--- config.mk ---
export PLATFORM = sky130hd
export DESIGN_NAME = wwd_top
export DESIGN_NICKNAME = d
export VERILOG_FILES = /design/src/wwd_pkg.sv /design/src/wwd_top.sv /design/src/wwd_counter.sv
export SDC_FILE = /design/constraint.sdc
export NUM_CORES = 1
export LEC_CHECK = 0
export BUFFER_PORTS_ARGS = -buffer_cell sky130_fd_sc_hd__buf_2
export CORE_UTILIZATION = 55
export CTS_BUF_LIST = sky130_fd_sc_hd__clkbuf_4 sky130_fd_sc_hd__clkbuf_8
export DETAILED_ROUTE_END_ITERATION = 8
export GPL_TIMING_DRIVEN = 1
export PLACE_DENSITY = 0.8
export SLEW_MARGIN = 0
export SYNTH_ARGS = -nofsm -noshare
export SYNTH_HDL_FRONTEND = slang
export SYNTH_SLANG_ARGS = --single-unit
--- constraint.sdc ---
create_clock -name clk_sys -period 4.4 [get_ports clk_sys]
set_clock_uncertainty 0.15 [all_clocks]
set_input_delay 0.88 -clock clk_sys [delete_from_list [all_inputs] [get_ports clk_sys]]
set_output_delay 0.88 -clock clk_sys [all_outputs]
set_load 0.1 [all_outputs]
--- src/wwd_pkg.sv ---
// Overview of operation
// - reference value refreshed after every trigger not flagged as an error
// - reference reads zero without variable code
// - reference is read-only, resets to zero
// - new mode applies from next trigger
// - changing mode after start raises error
// - mode bit 7 ignores writes, reads 0
// - overflow field divides input clock by 2^(9+n)
// - bit 3 gates the 75% warning
// - bit 2 picks error response
// - bits 1:0 pick open window size
// - mode fields reset from start-up options, except bit 2, which resets to 1
// - wrong trigger code is an error
// - running watchdog stops only on reset
package wwd_pkg;
  // ****************************************
  // register map, byte addresses
  // ****************************************
  localparam logic [7:0] ADR_FIX_TRIG = 8'h00;
  localparam logic [7:0] ADR_VAR_TRIG = 8'h04;
  localparam logic [7:0] ADR_REF = 8'h08;
  localparam logic [7:0] ADR_MODE = 8'h0C;
  localparam logic [7:0] ADR_IRQ_STAT = 8'h10;
  localparam logic [7:0] ADR_IRQ_MASK = 8'h14;

  // ****************************************
  // codes, reset values, field positions
  // ****************************************
  localparam logic [7:0] TRIG_CODE = 8'hAC;
  localparam logic [7:0] IDLE_CODE = 8'h2C;
  localparam logic [7:0] REF_RST = 8'h00;
  localparam logic [6:0] MODE_RST = 7'h04;
  localparam int OVF_LSB = 4;
  localparam int WIE_BIT = 3;
  localparam int ERM_BIT = 2;
  localparam int WS_LSB = 0;
  localparam logic [4:0] OVF_BASE_EXP = 5'h09;
  localparam int CNT_W = 17;

  // ****************************************
  // interrupt status bits
  // ****************************************
  localparam int IRQ_W = 3;
  localparam int IRQ_WARN = 0;
  localparam int IRQ_ERR = 1;
  localparam int IRQ_OVF = 2;
  localparam logic [IRQ_W-1:0] MASK_RST = 3'h0;
endpackage

--- src/wwd_top.sv ---
`timescale 1ns/100ps
module wwd_top
  import wwd_pkg::*;
#(
  parameter logic [4:0] BASE_EXP = OVF_BASE_EXP
) (
  input wire logic clk_sys,
  input wire logic rst_b,
  input wire logic wb_cyc_i,
  input wire logic wb_stb_i,
  input wire logic wb_we_i,
  input wire logic [7:0] wb_adr_i,
  input wire logic [3:0] wb_sel_i,
  input wire logic [31:0] wb_dat_i,
  output logic [31:0] wb_dat_o,
  output logic wb_ack_o,
  input wire logic variable_code_startup_option,
  input wire logic [2:0] overflow_startup_option,
  input wire logic warning_irq_startup_option,
  input wire logic [1:0] window_startup_option,
  output logic three_quarter_warning_irq,
  output logic nmi_req,
  output logic reset_req,
  output logic irq
);
  // ****************************************
  // reset release
  // ****************************************
  logic rs1_r;
  logic rst_n;

  // two-stage release of the async reset
  always_ff @(posedge clk_sys or negedge rst_b) begin
    if (!rst_b) begin
      rs1_r <= 1'b0;
      rst_n <= 1'b0;
    end else begin
      rs1_r <= 1'b1;
      rst_n <= rs1_r;
    end
  end

  // ****************************************
  // state
  // ****************************************
  logic opt_done_r;
  logic var_code_en_r;
  logic run_r;
  logic [6:0] mode_r;
  logic [6:0] act_r;
  logic [7:0] ref_r;
  logic [7:0] last_code_r;
  logic [IRQ_W-1:0] stat_r;
  logic [IRQ_W-1:0] mask_r;
  logic ack_r;
  logic ovf_pulse;
  logic warn_pulse;
  logic win_open;

  // ****************************************
  // bus decode
  // ****************************************
  wire logic req_w = wb_cyc_i & wb_stb_i;
  wire logic start_w = req_w & ~ack_r;
  wire logic done_w = req_w & ack_r;
  wire logic wr_w = done_w & wb_we_i & wb_sel_i[0];
  wire logic rd_w = done_w & ~wb_we_i;
  wire logic [7:0] wdat_w = wb_dat_i[7:0];
  wire logic hit_fix_w = (wb_adr_i == ADR_FIX_TRIG);
  wire logic hit_var_w = (wb_adr_i == ADR_VAR_TRIG);
  wire logic hit_ref_w = (wb_adr_i == ADR_REF);
  wire logic hit_mode_w = (wb_adr_i == ADR_MODE);
  wire logic hit_stat_w = (wb_adr_i == ADR_IRQ_STAT);
  wire logic hit_mask_w = (wb_adr_i == ADR_IRQ_MASK);
  wire logic fix_wr_w = wr_w & hit_fix_w;
  wire logic var_wr_w = wr_w & hit_var_w;
  wire logic mode_wr_w = wr_w & hit_mode_w;
  wire logic stat_rd_w = rd_w & hit_stat_w;

  assign wb_ack_o = ack_r;

  // ****************************************
  // active mode fields
  // ****************************************
  wire logic [2:0] ovf_sel_w = act_r[OVF_LSB +: 3];
  wire logic wie_w = act_r[WIE_BIT];
  wire logic erm_w = act_r[ERM_BIT];
  wire logic [1:0] ws_w = act_r[WS_LSB +: 2];

  // ****************************************
  // trigger and error detection
  // ****************************************
  wire logic [7:0] exp_code_w = TRIG_CODE - ref_r;
  wire logic fix_ok_w = fix_wr_w & (wdat_w == TRIG_CODE);
  wire logic var_ok_w = var_wr_w & (wdat_w == exp_code_w);
  wire logic code_ok_w = var_code_en_r ? var_ok_w : fix_ok_w;
  wire logic fix_bad_w = fix_wr_w & (wdat_w != TRIG_CODE);
  wire logic var_bad_w = var_wr_w & (wdat_w != exp_code_w);
  wire logic code_bad_w = var_code_en_r ? var_bad_w : fix_bad_w;
  wire logic win_bad_w = code_ok_w & run_r & ~win_open;
  wire logic trig_go_w = code_ok_w & ~win_bad_w;
  wire logic mode_bad_w = mode_wr_w & run_r & (wdat_w[6:0] != mode_r);
  wire logic err_w = code_bad_w | win_bad_w | mode_bad_w;
  wire logic fault_w = err_w | ovf_pulse;
  wire logic [7:0] ref_nxt_w = {ref_r[6:0], ~(ref_r[7] ^ ref_r[5] ^ ref_r[4] ^ ref_r[3])};
  wire logic [IRQ_W-1:0] ev_w = {ovf_pulse, err_w, warn_pulse & wie_w};

  // ****************************************
  // read data
  // ****************************************
  wire logic [7:0] rd_fix_w = var_code_en_r ? IDLE_CODE : {run_r, IDLE_CODE[6:0]};
  wire logic [7:0] rd_var_w = var_code_en_r ? last_code_r : IDLE_CODE;
  wire logic [7:0] rd_ref_w = var_code_en_r ? ref_r : 8'h00;
  wire logic [7:0] rd_mode_w = {1'b0, mode_r};
  wire logic [7:0] rd_stat_w = {{(8-IRQ_W){1'b0}}, stat_r};
  wire logic [7:0] rd_mask_w = {{(8-IRQ_W){1'b0}}, mask_r};
  wire logic [7:0] rdata_w =
    hit_fix_w ? rd_fix_w :
    hit_var_w ? rd_var_w :
    hit_ref_w ? rd_ref_w :
    hit_mode_w ? rd_mode_w :
    hit_stat_w ? rd_stat_w :
    hit_mask_w ? rd_mask_w : 8'h00;

  // ****************************************
  // wishbone answer, one wait state
  // ****************************************
  always_ff @(posedge clk_sys or negedge rst_n) begin
    if (!rst_n) begin
      ack_r <= 1'b0;
      wb_dat_o <= '0;
    end else begin
      ack_r <= start_w;
      if (start_w) begin
        wb_dat_o <= {24'h000000, rdata_w};
      end
    end
  end

  // ****************************************
  // start-up options, mode and run state
  // ****************************************
  always_ff @(posedge clk_sys or negedge rst_n) begin
    if (!rst_n) begin
      opt_done_r <= 1'b0;
      var_code_en_r <= 1'b0;
      mode_r <= MODE_RST;
      act_r <= MODE_RST;
      run_r <= 1'b0;
    end else if (!opt_done_r) begin
      // options caught in the first cycle after release
      opt_done_r <= 1'b1;
      var_code_en_r <= variable_code_startup_option;
      mode_r <= {overflow_startup_option, warning_irq_startup_option, 1'b1,
                 window_startup_option};
      act_r <= {overflow_startup_option, warning_irq_startup_option, 1'b1,
                window_startup_option};
    end else begin
      if (mode_wr_w && !run_r) begin
        mode_r <= wdat_w[6:0];
      end
      if (trig_go_w) begin
        act_r <= mode_r;
        run_r <= 1'b1;
      end
    end
  end

  // ****************************************
  // reference value and last code
  // ****************************************
  always_ff @(posedge clk_sys or negedge rst_n) begin
    if (!rst_n) begin
      ref_r <= REF_RST;
      last_code_r <= IDLE_CODE;
    end else begin
      if (trig_go_w) begin
        ref_r <= ref_nxt_w;
      end
      if (var_wr_w && var_code_en_r) begin
        last_code_r <= wdat_w;
      end
    end
  end

  // ****************************************
  // error response and warning outputs
  // ****************************************
  always_ff @(posedge clk_sys or negedge rst_n) begin
    if (!rst_n) begin
      nmi_req <= 1'b0;
      reset_req <= 1'b0;
      three_quarter_warning_irq <= 1'b0;
    end else begin
      nmi_req <= fault_w & ~erm_w;
      reset_req <= fault_w & erm_w;
      three_quarter_warning_irq <= warn_pulse & wie_w;
    end
  end

  // ****************************************
  // interrupt status and mask
  // ****************************************
  always_ff @(posedge clk_sys or negedge rst_n) begin
    if (!rst_n) begin
      stat_r <= '0;
      mask_r <= MASK_RST;
    end else begin
      // a new event wins over the read clear
      stat_r <= (stat_rd_w ? '0 : stat_r) | ev_w;
      if (wr_w && hit_mask_w) begin
        mask_r <= wdat_w[IRQ_W-1:0];
      end
    end
  end

  assign irq = |(stat_r & mask_r);

  // ****************************************
  // counter and window
  // ****************************************
  wwd_counter #(
    .CW(CNT_W),
    .BASE_EXP(BASE_EXP)
  ) u_counter (
    .clk_sys(clk_sys),
    .rst_n(rst_n),
    .run(run_r),
    .restart(trig_go_w),
    .ovf_sel(ovf_sel_w),
    .win_sel(ws_w),
    .ovf_pulse(ovf_pulse),
    .warn_pulse(warn_pulse),
    .win_open(win_open)
  );
endmodule

--- src/wwd_counter.sv ---
`timescale 1ns/100ps
module wwd_counter
  import wwd_pkg::*;
#(
  parameter int CW = CNT_W,
  parameter logic [4:0] BASE_EXP = OVF_BASE_EXP
) (
  input wire logic clk_sys,
  input wire logic rst_n,
  input wire logic run,
  input wire logic restart,
  input wire logic [2:0] ovf_sel,
  input wire logic [1:0] win_sel,
  output logic ovf_pulse,
  output logic warn_pulse,
  output logic win_open
);
  // ****************************************
  // interval arithmetic
  // ****************************************
  logic [CW-1:0] cnt_r;
  wire logic [4:0] exp_w = BASE_EXP + {2'h0, ovf_sel};
  wire logic [CW-1:0] top_w = {{(CW-1){1'b0}}, 1'b1} << exp_w;
  wire logic [CW-1:0] quarter_w = top_w >> 2;
  wire logic [CW-1:0] warn_at_w = top_w - quarter_w - {{(CW-1){1'b0}}, 1'b1};
  wire logic [CW-1:0] open_w = quarter_w * CW'({1'b0, win_sel} + 3'h1);
  wire logic last_w = (cnt_r == top_w - {{(CW-1){1'b0}}, 1'b1});
  wire logic live_w = run & ~restart;

  assign win_open = (cnt_r >= top_w - open_w);

  // ****************************************
  // count and event pulses
  // ****************************************
  always_ff @(posedge clk_sys or negedge rst_n) begin
    if (!rst_n) begin
      cnt_r <= '0;
      ovf_pulse <= 1'b0;
      warn_pulse <= 1'b0;
    end else begin
      ovf_pulse <= live_w & last_w;
      warn_pulse <= live_w & (cnt_r == warn_at_w);
      cnt_r <= (!live_w || last_w) ? '0 : cnt_r + {{(CW-1){1'b0}}, 1'b1};
    end
  end
endmodule

==> impl_summary.log <==
INFO  metric synthDominantCellAreaShare = 0.248
INFO  metric tritoncts = done
INFO  metric cts.root.buffer_cell = sky130_fd_sc_hd__clkbuf_8
INFO  metric routed_wirelength = 17600 um
INFO  metric report.final.setup_viol = 37
INFO  metric critical_path_class = reg2reg
INFO  metric clk_transition_reported_paths = 0.08 ns
INFO  metric synth_largest_area_cell = sky130_fd_sc_hd__dfrtp_1
INFO  metric slew_violations = 0
INFO  metric power_frac_clock = 0.219
INFO  metric seq_power_share = 0.263
INFO  metric yosys.area_share.xor_xnor = 0.0829
INFO  metric area_of_all_placed_cells_without_fillers = 0.00837 sq mm
INFO  metric routed-via-count = 6270
INFO  metric grt_pass1_wl = 29100 um
INFO  metric max_freq = 169 MHz
INFO  metric drc_errors = 0
INFO  metric dr_wl_met3 = 1360 um
INFO  metric synth_enable_flop_cells = 0
INFO  metric synth_compound_area_frac = 0.158
INFO  metric cp-start-kind = flip-flop
INFO  metric coreArea = 0.0120 sq mm
INFO  metric finalSetupTns = -53.58 ns
INFO  metric floorplan.die.width = 113 um
INFO  metric seqCellArea = 0.00181 sq mm
INFO  metric std_cell_rows = 40
INFO  metric min_period_over_period = 1.35
INFO  metric p_comb_frac = 0.517
INFO  metric synth_top_family_by_area = simple AND/OR/NAND/NOR gates
INFO  metric n_fill_cell = 918
INFO  metric r2r.worst_path.cells = 23
INFO  metric grt_pass1_vias = 6022
INFO  metric footprint_of_the_multi_input_gates = 0.00501 sq mm
INFO  metric first_pass_iters = 5
INFO  metric buffer_ports.inserted = 41
INFO  metric worst_skew_pair.late_latency = 0.37 ns
INFO  metric grt_max_degree = 66
INFO  metric proportion_of_synthesized_area_in_mux_cells = 0.0526
INFO  metric cts.path.max_buffers = 2
INFO  metric wl_met2 = 8450 um
INFO  metric internal-power = 1.61 mW
INFO  metric required = 4.50 ns
INFO  metric global_route.usage.total = 0.289
INFO  metric seq_cells_post_synth = 72
INFO  metric dr.max_layer_used = met4
INFO  metric routedWlPerCell = 16.5 um
INFO  metric dieArea = 0.0127 sq mm
INFO  metric worstMarginPinSlew = 0.818 ns
INFO  metric synth.avg_cell_area = 8.76 sq um
INFO  metric ant_nets = 0
INFO  metric area.growth.synth_to_final = 23.8%
INFO  metric crit_arrival = 6.03 ns
INFO  metric met1Wirelength = 7360 um
INFO  metric failing_checks = negative setup slack
INFO  metric synth_top_flop_cell = sky130_fd_sc_hd__dfrtp_1
INFO  metric power_leakage = 3.90 nW
INFO  metric synth.top_cells.by_area = sky130_fd_sc_hd__dfrtp_1, sky130_fd_sc_hd__ha_1, sky130_fd_sc_hd__fa_1
INFO  metric htree_levels = 3
INFO  metric hpwl = 12500 um
INFO  metric finalHoldViolations = 0
INFO  metric die_height = 113 um
INFO  metric outcome = finished, violations left
INFO  metric netlist_instances = 771
INFO  metric synth.distinct_cells = 74
INFO  metric most_common_cell_in_the_netlist = sky130_fd_sc_hd__nand2_1
INFO  metric post_route_cells_drive_above_1_share = 0.261
INFO  metric finalWorstPathRequiredPeriod = 5.93 ns
INFO  metric synthesis.area = 0.00676 sq mm
INFO  metric yosysWarnings = 0
INFO  metric drt_iter0_drc = 468
INFO  metric critical_path_peak_fanout = 7
INFO  metric grt_antenna_before_repair = 0
INFO  metric swShare = 0.395
INFO  metric synth.yosys.seq_area_share = 0.268
INFO  metric finalWeightedCongestion = 0.949
INFO  metric max-slew-margin-rel = 0.454
INFO  metric clock_sink_count = 72
INFO  metric worst_slack = -1.53 ns
INFO  metric initial_core_util = 0.563
INFO  metric dp_worst_setup_slack = -1.66 ns
INFO  metric netlist_top_cells_count = sky130_fd_sc_hd__nand2_1, sky130_fd_sc_hd__dfrtp_1, sky130_fd_sc_hd__nor2_1
INFO  metric crit_path_end_kind = flip-flop
INFO  metric synth-async-reset-ratio = 1.00
INFO  metric placement.cell_area = 0.00782 sq mm
INFO  metric ir_drop = 0.000279 V
INFO  metric synth_adder_area_share = 0.173
INFO  metric rsz0062_at_grt = yes
INFO  metric timing.max_cap.violations = 0
INFO  metric hold_path_class = in2async
INFO  metric nNetsFinal = 1049
INFO  metric synth_simple_gate_area_frac = 0.193
INFO  metric antenna-diode-count = 0
INFO  metric grt_overflow = 0
INFO  metric powerDensity = 318 mW/mm^2
INFO  metric drt-vias-per-instance = 5.87
INFO  metric power.switching = 1.05 mW
INFO  metric cts_inserted_buffers = 9
INFO  metric floorplan.io_pins = 93
[repair_timing]
item	CTS	global route
resized for setup	20	43
setup endpoints to repair	37	37
gates cloned	2	0
buffers inserted	8	2
hold buffers	1	0
hold endpoints to repair	5	0
pin swaps	19	19
[power by group through the flow]
| stage | clock network (mW) | logic [mW] | registers, mW |
|---|---|---|---|
| 4_1_cts | 0.585 | 1.32 | 0.698 |
| 2_1_floorplan | 0 | 0.878 | 0.732 |
| 3_3_place_gp | 0 | 1.26 | 0.711 |
| 6_report | 0.584 | 1.38 | 0.700 |
| 3_5_place_dp | 0 | 1.28 | 0.712 |
| 5_1_grt | 0.621 | 1.52 | 0.702 |
[logic make-up after synthesis]
group	count (synthesis)
AO/OA/AOI/OAI	163
flip-flops	72
adder cells (fa/ha/maj)	77
other	2
XOR/XNOR	64
buffers and inverters	102
multiplexers	32
AND/OR/NAND/NOR	259
[sequential cells by signal (all words and copies together), names as in the netlist, 3 cells and up]
name	cells
ref_r	8
stat_r	3
last_code_r	8
mask_r	3
mode_r	7
wb_dat_o	8
u_counter.cnt_r	17
act_r	7
[final timing paths]
| check | startpoint | slack [ns] | to |
|---|---|---|---|
| max | act_r[4] | -1.53 | ref_r[5] |
| min | rst_b | 0.13 | rst_n |
| max reg2reg | act_r[4] | -1.53 | ref_r[5] |
| min reg2reg | rs1_r | 0.21 | rst_n |
| max in group asynchronous | rst_n | 3.24 | reset_req |
| min in group clk_sys | rs1_r | 0.21 | rst_n |
[placed cells by master, fill, tap and decap left out, types with 15 or more instances in the layout]
master	instances
sky130_fd_sc_hd__buf_4	90
sky130_fd_sc_hd__nand2_1	69
sky130_fd_sc_hd__dfrtp_1	66
sky130_fd_sc_hd__conb_1	58
sky130_fd_sc_hd__a21oi_1	48
sky130_fd_sc_hd__ha_1	44
sky130_fd_sc_hd__buf_2	41
sky130_fd_sc_hd__nor2_1	39
sky130_fd_sc_hd__inv_1	37
sky130_fd_sc_hd__xnor2_1	33
sky130_fd_sc_hd__o21ai_0	33
sky130_fd_sc_hd__xor2_1	31
sky130_fd_sc_hd__fa_1	26
sky130_fd_sc_hd__nand3_1	24
sky130_fd_sc_hd__nor2_4	19
sky130_fd_sc_hd__mux2_2	16
sky130_fd_sc_hd__nor3_1	15
[worst max-delay path, cell delays in order, from the launching register on]
cell	delay (ns)
sky130_fd_sc_hd__dfrtp_1	0.38
sky130_fd_sc_hd__and2_4	0.17
sky130_fd_sc_hd__ha_4	0.26
sky130_fd_sc_hd__or3_4	0.36
sky130_fd_sc_hd__buf_4	0.17
sky130_fd_sc_hd__nor2_4	0.12
sky130_fd_sc_hd__nand2_2	0.08
sky130_fd_sc_hd__fa_2	0.45
sky130_fd_sc_hd__fa_1	0.59
sky130_fd_sc_hd__ha_4	0.22
sky130_fd_sc_hd__o2111a_1	0.13
sky130_fd_sc_hd__o31a_1	0.12
sky130_fd_sc_hd__nor2_2	0.15
sky130_fd_sc_hd__a21oi_2	0.08
sky130_fd_sc_hd__a211oi_2	0.24
sky130_fd_sc_hd__xor2_1	0.21
sky130_fd_sc_hd__ha_1	0.30
sky130_fd_sc_hd__a2111oi_4	0.34
sky130_fd_sc_hd__o211ai_1	0.16
sky130_fd_sc_hd__o31ai_1	0.28
sky130_fd_sc_hd__o21ai_1	0.16
sky130_fd_sc_hd__nand2_2	0.13
sky130_fd_sc_hd__buf_4	0.20
sky130_fd_sc_hd__mux2_2	0.35
[routing by layer]
layer	vias to the layer above	global-route usage
met5	-	0
met4	0	0.0951
met3	57	0.0675
met2	310	0.472
met1	2971	0.381
li1	2932	-
[stage by stage]
stage / cells / util / power, mW / hold slack, ns
finish: 1068 / 0.697 / 2.66 / 0.130
global route: 1068 / 0.697 / 2.85 / 0.116
CTS: 1068 / 0.685 / 2.61 / 0.121
detailed placement: 1041 / 0.651 / 1.99 / -0.0740
global placement: 1041 / 0.651 / 1.97 / -0.0779
floorplan: 827 / - / 1.61 / 0.181
[layout make-up]
| class | count | share of cell area |
|---|---|---|
| multi-input cells | 653 | 0.598 |
| flip-flops and latches | 72 | 0.216 |
| repair buffers | 139 | 0.119 |
| well taps | 147 | 0.0220 |
| inverters | 41 | 0.0184 |
| clock buffers | 9 | 0.0148 |
| clock inverters | 7 | 0.0112 |
(Power assumes the default switching activity.)
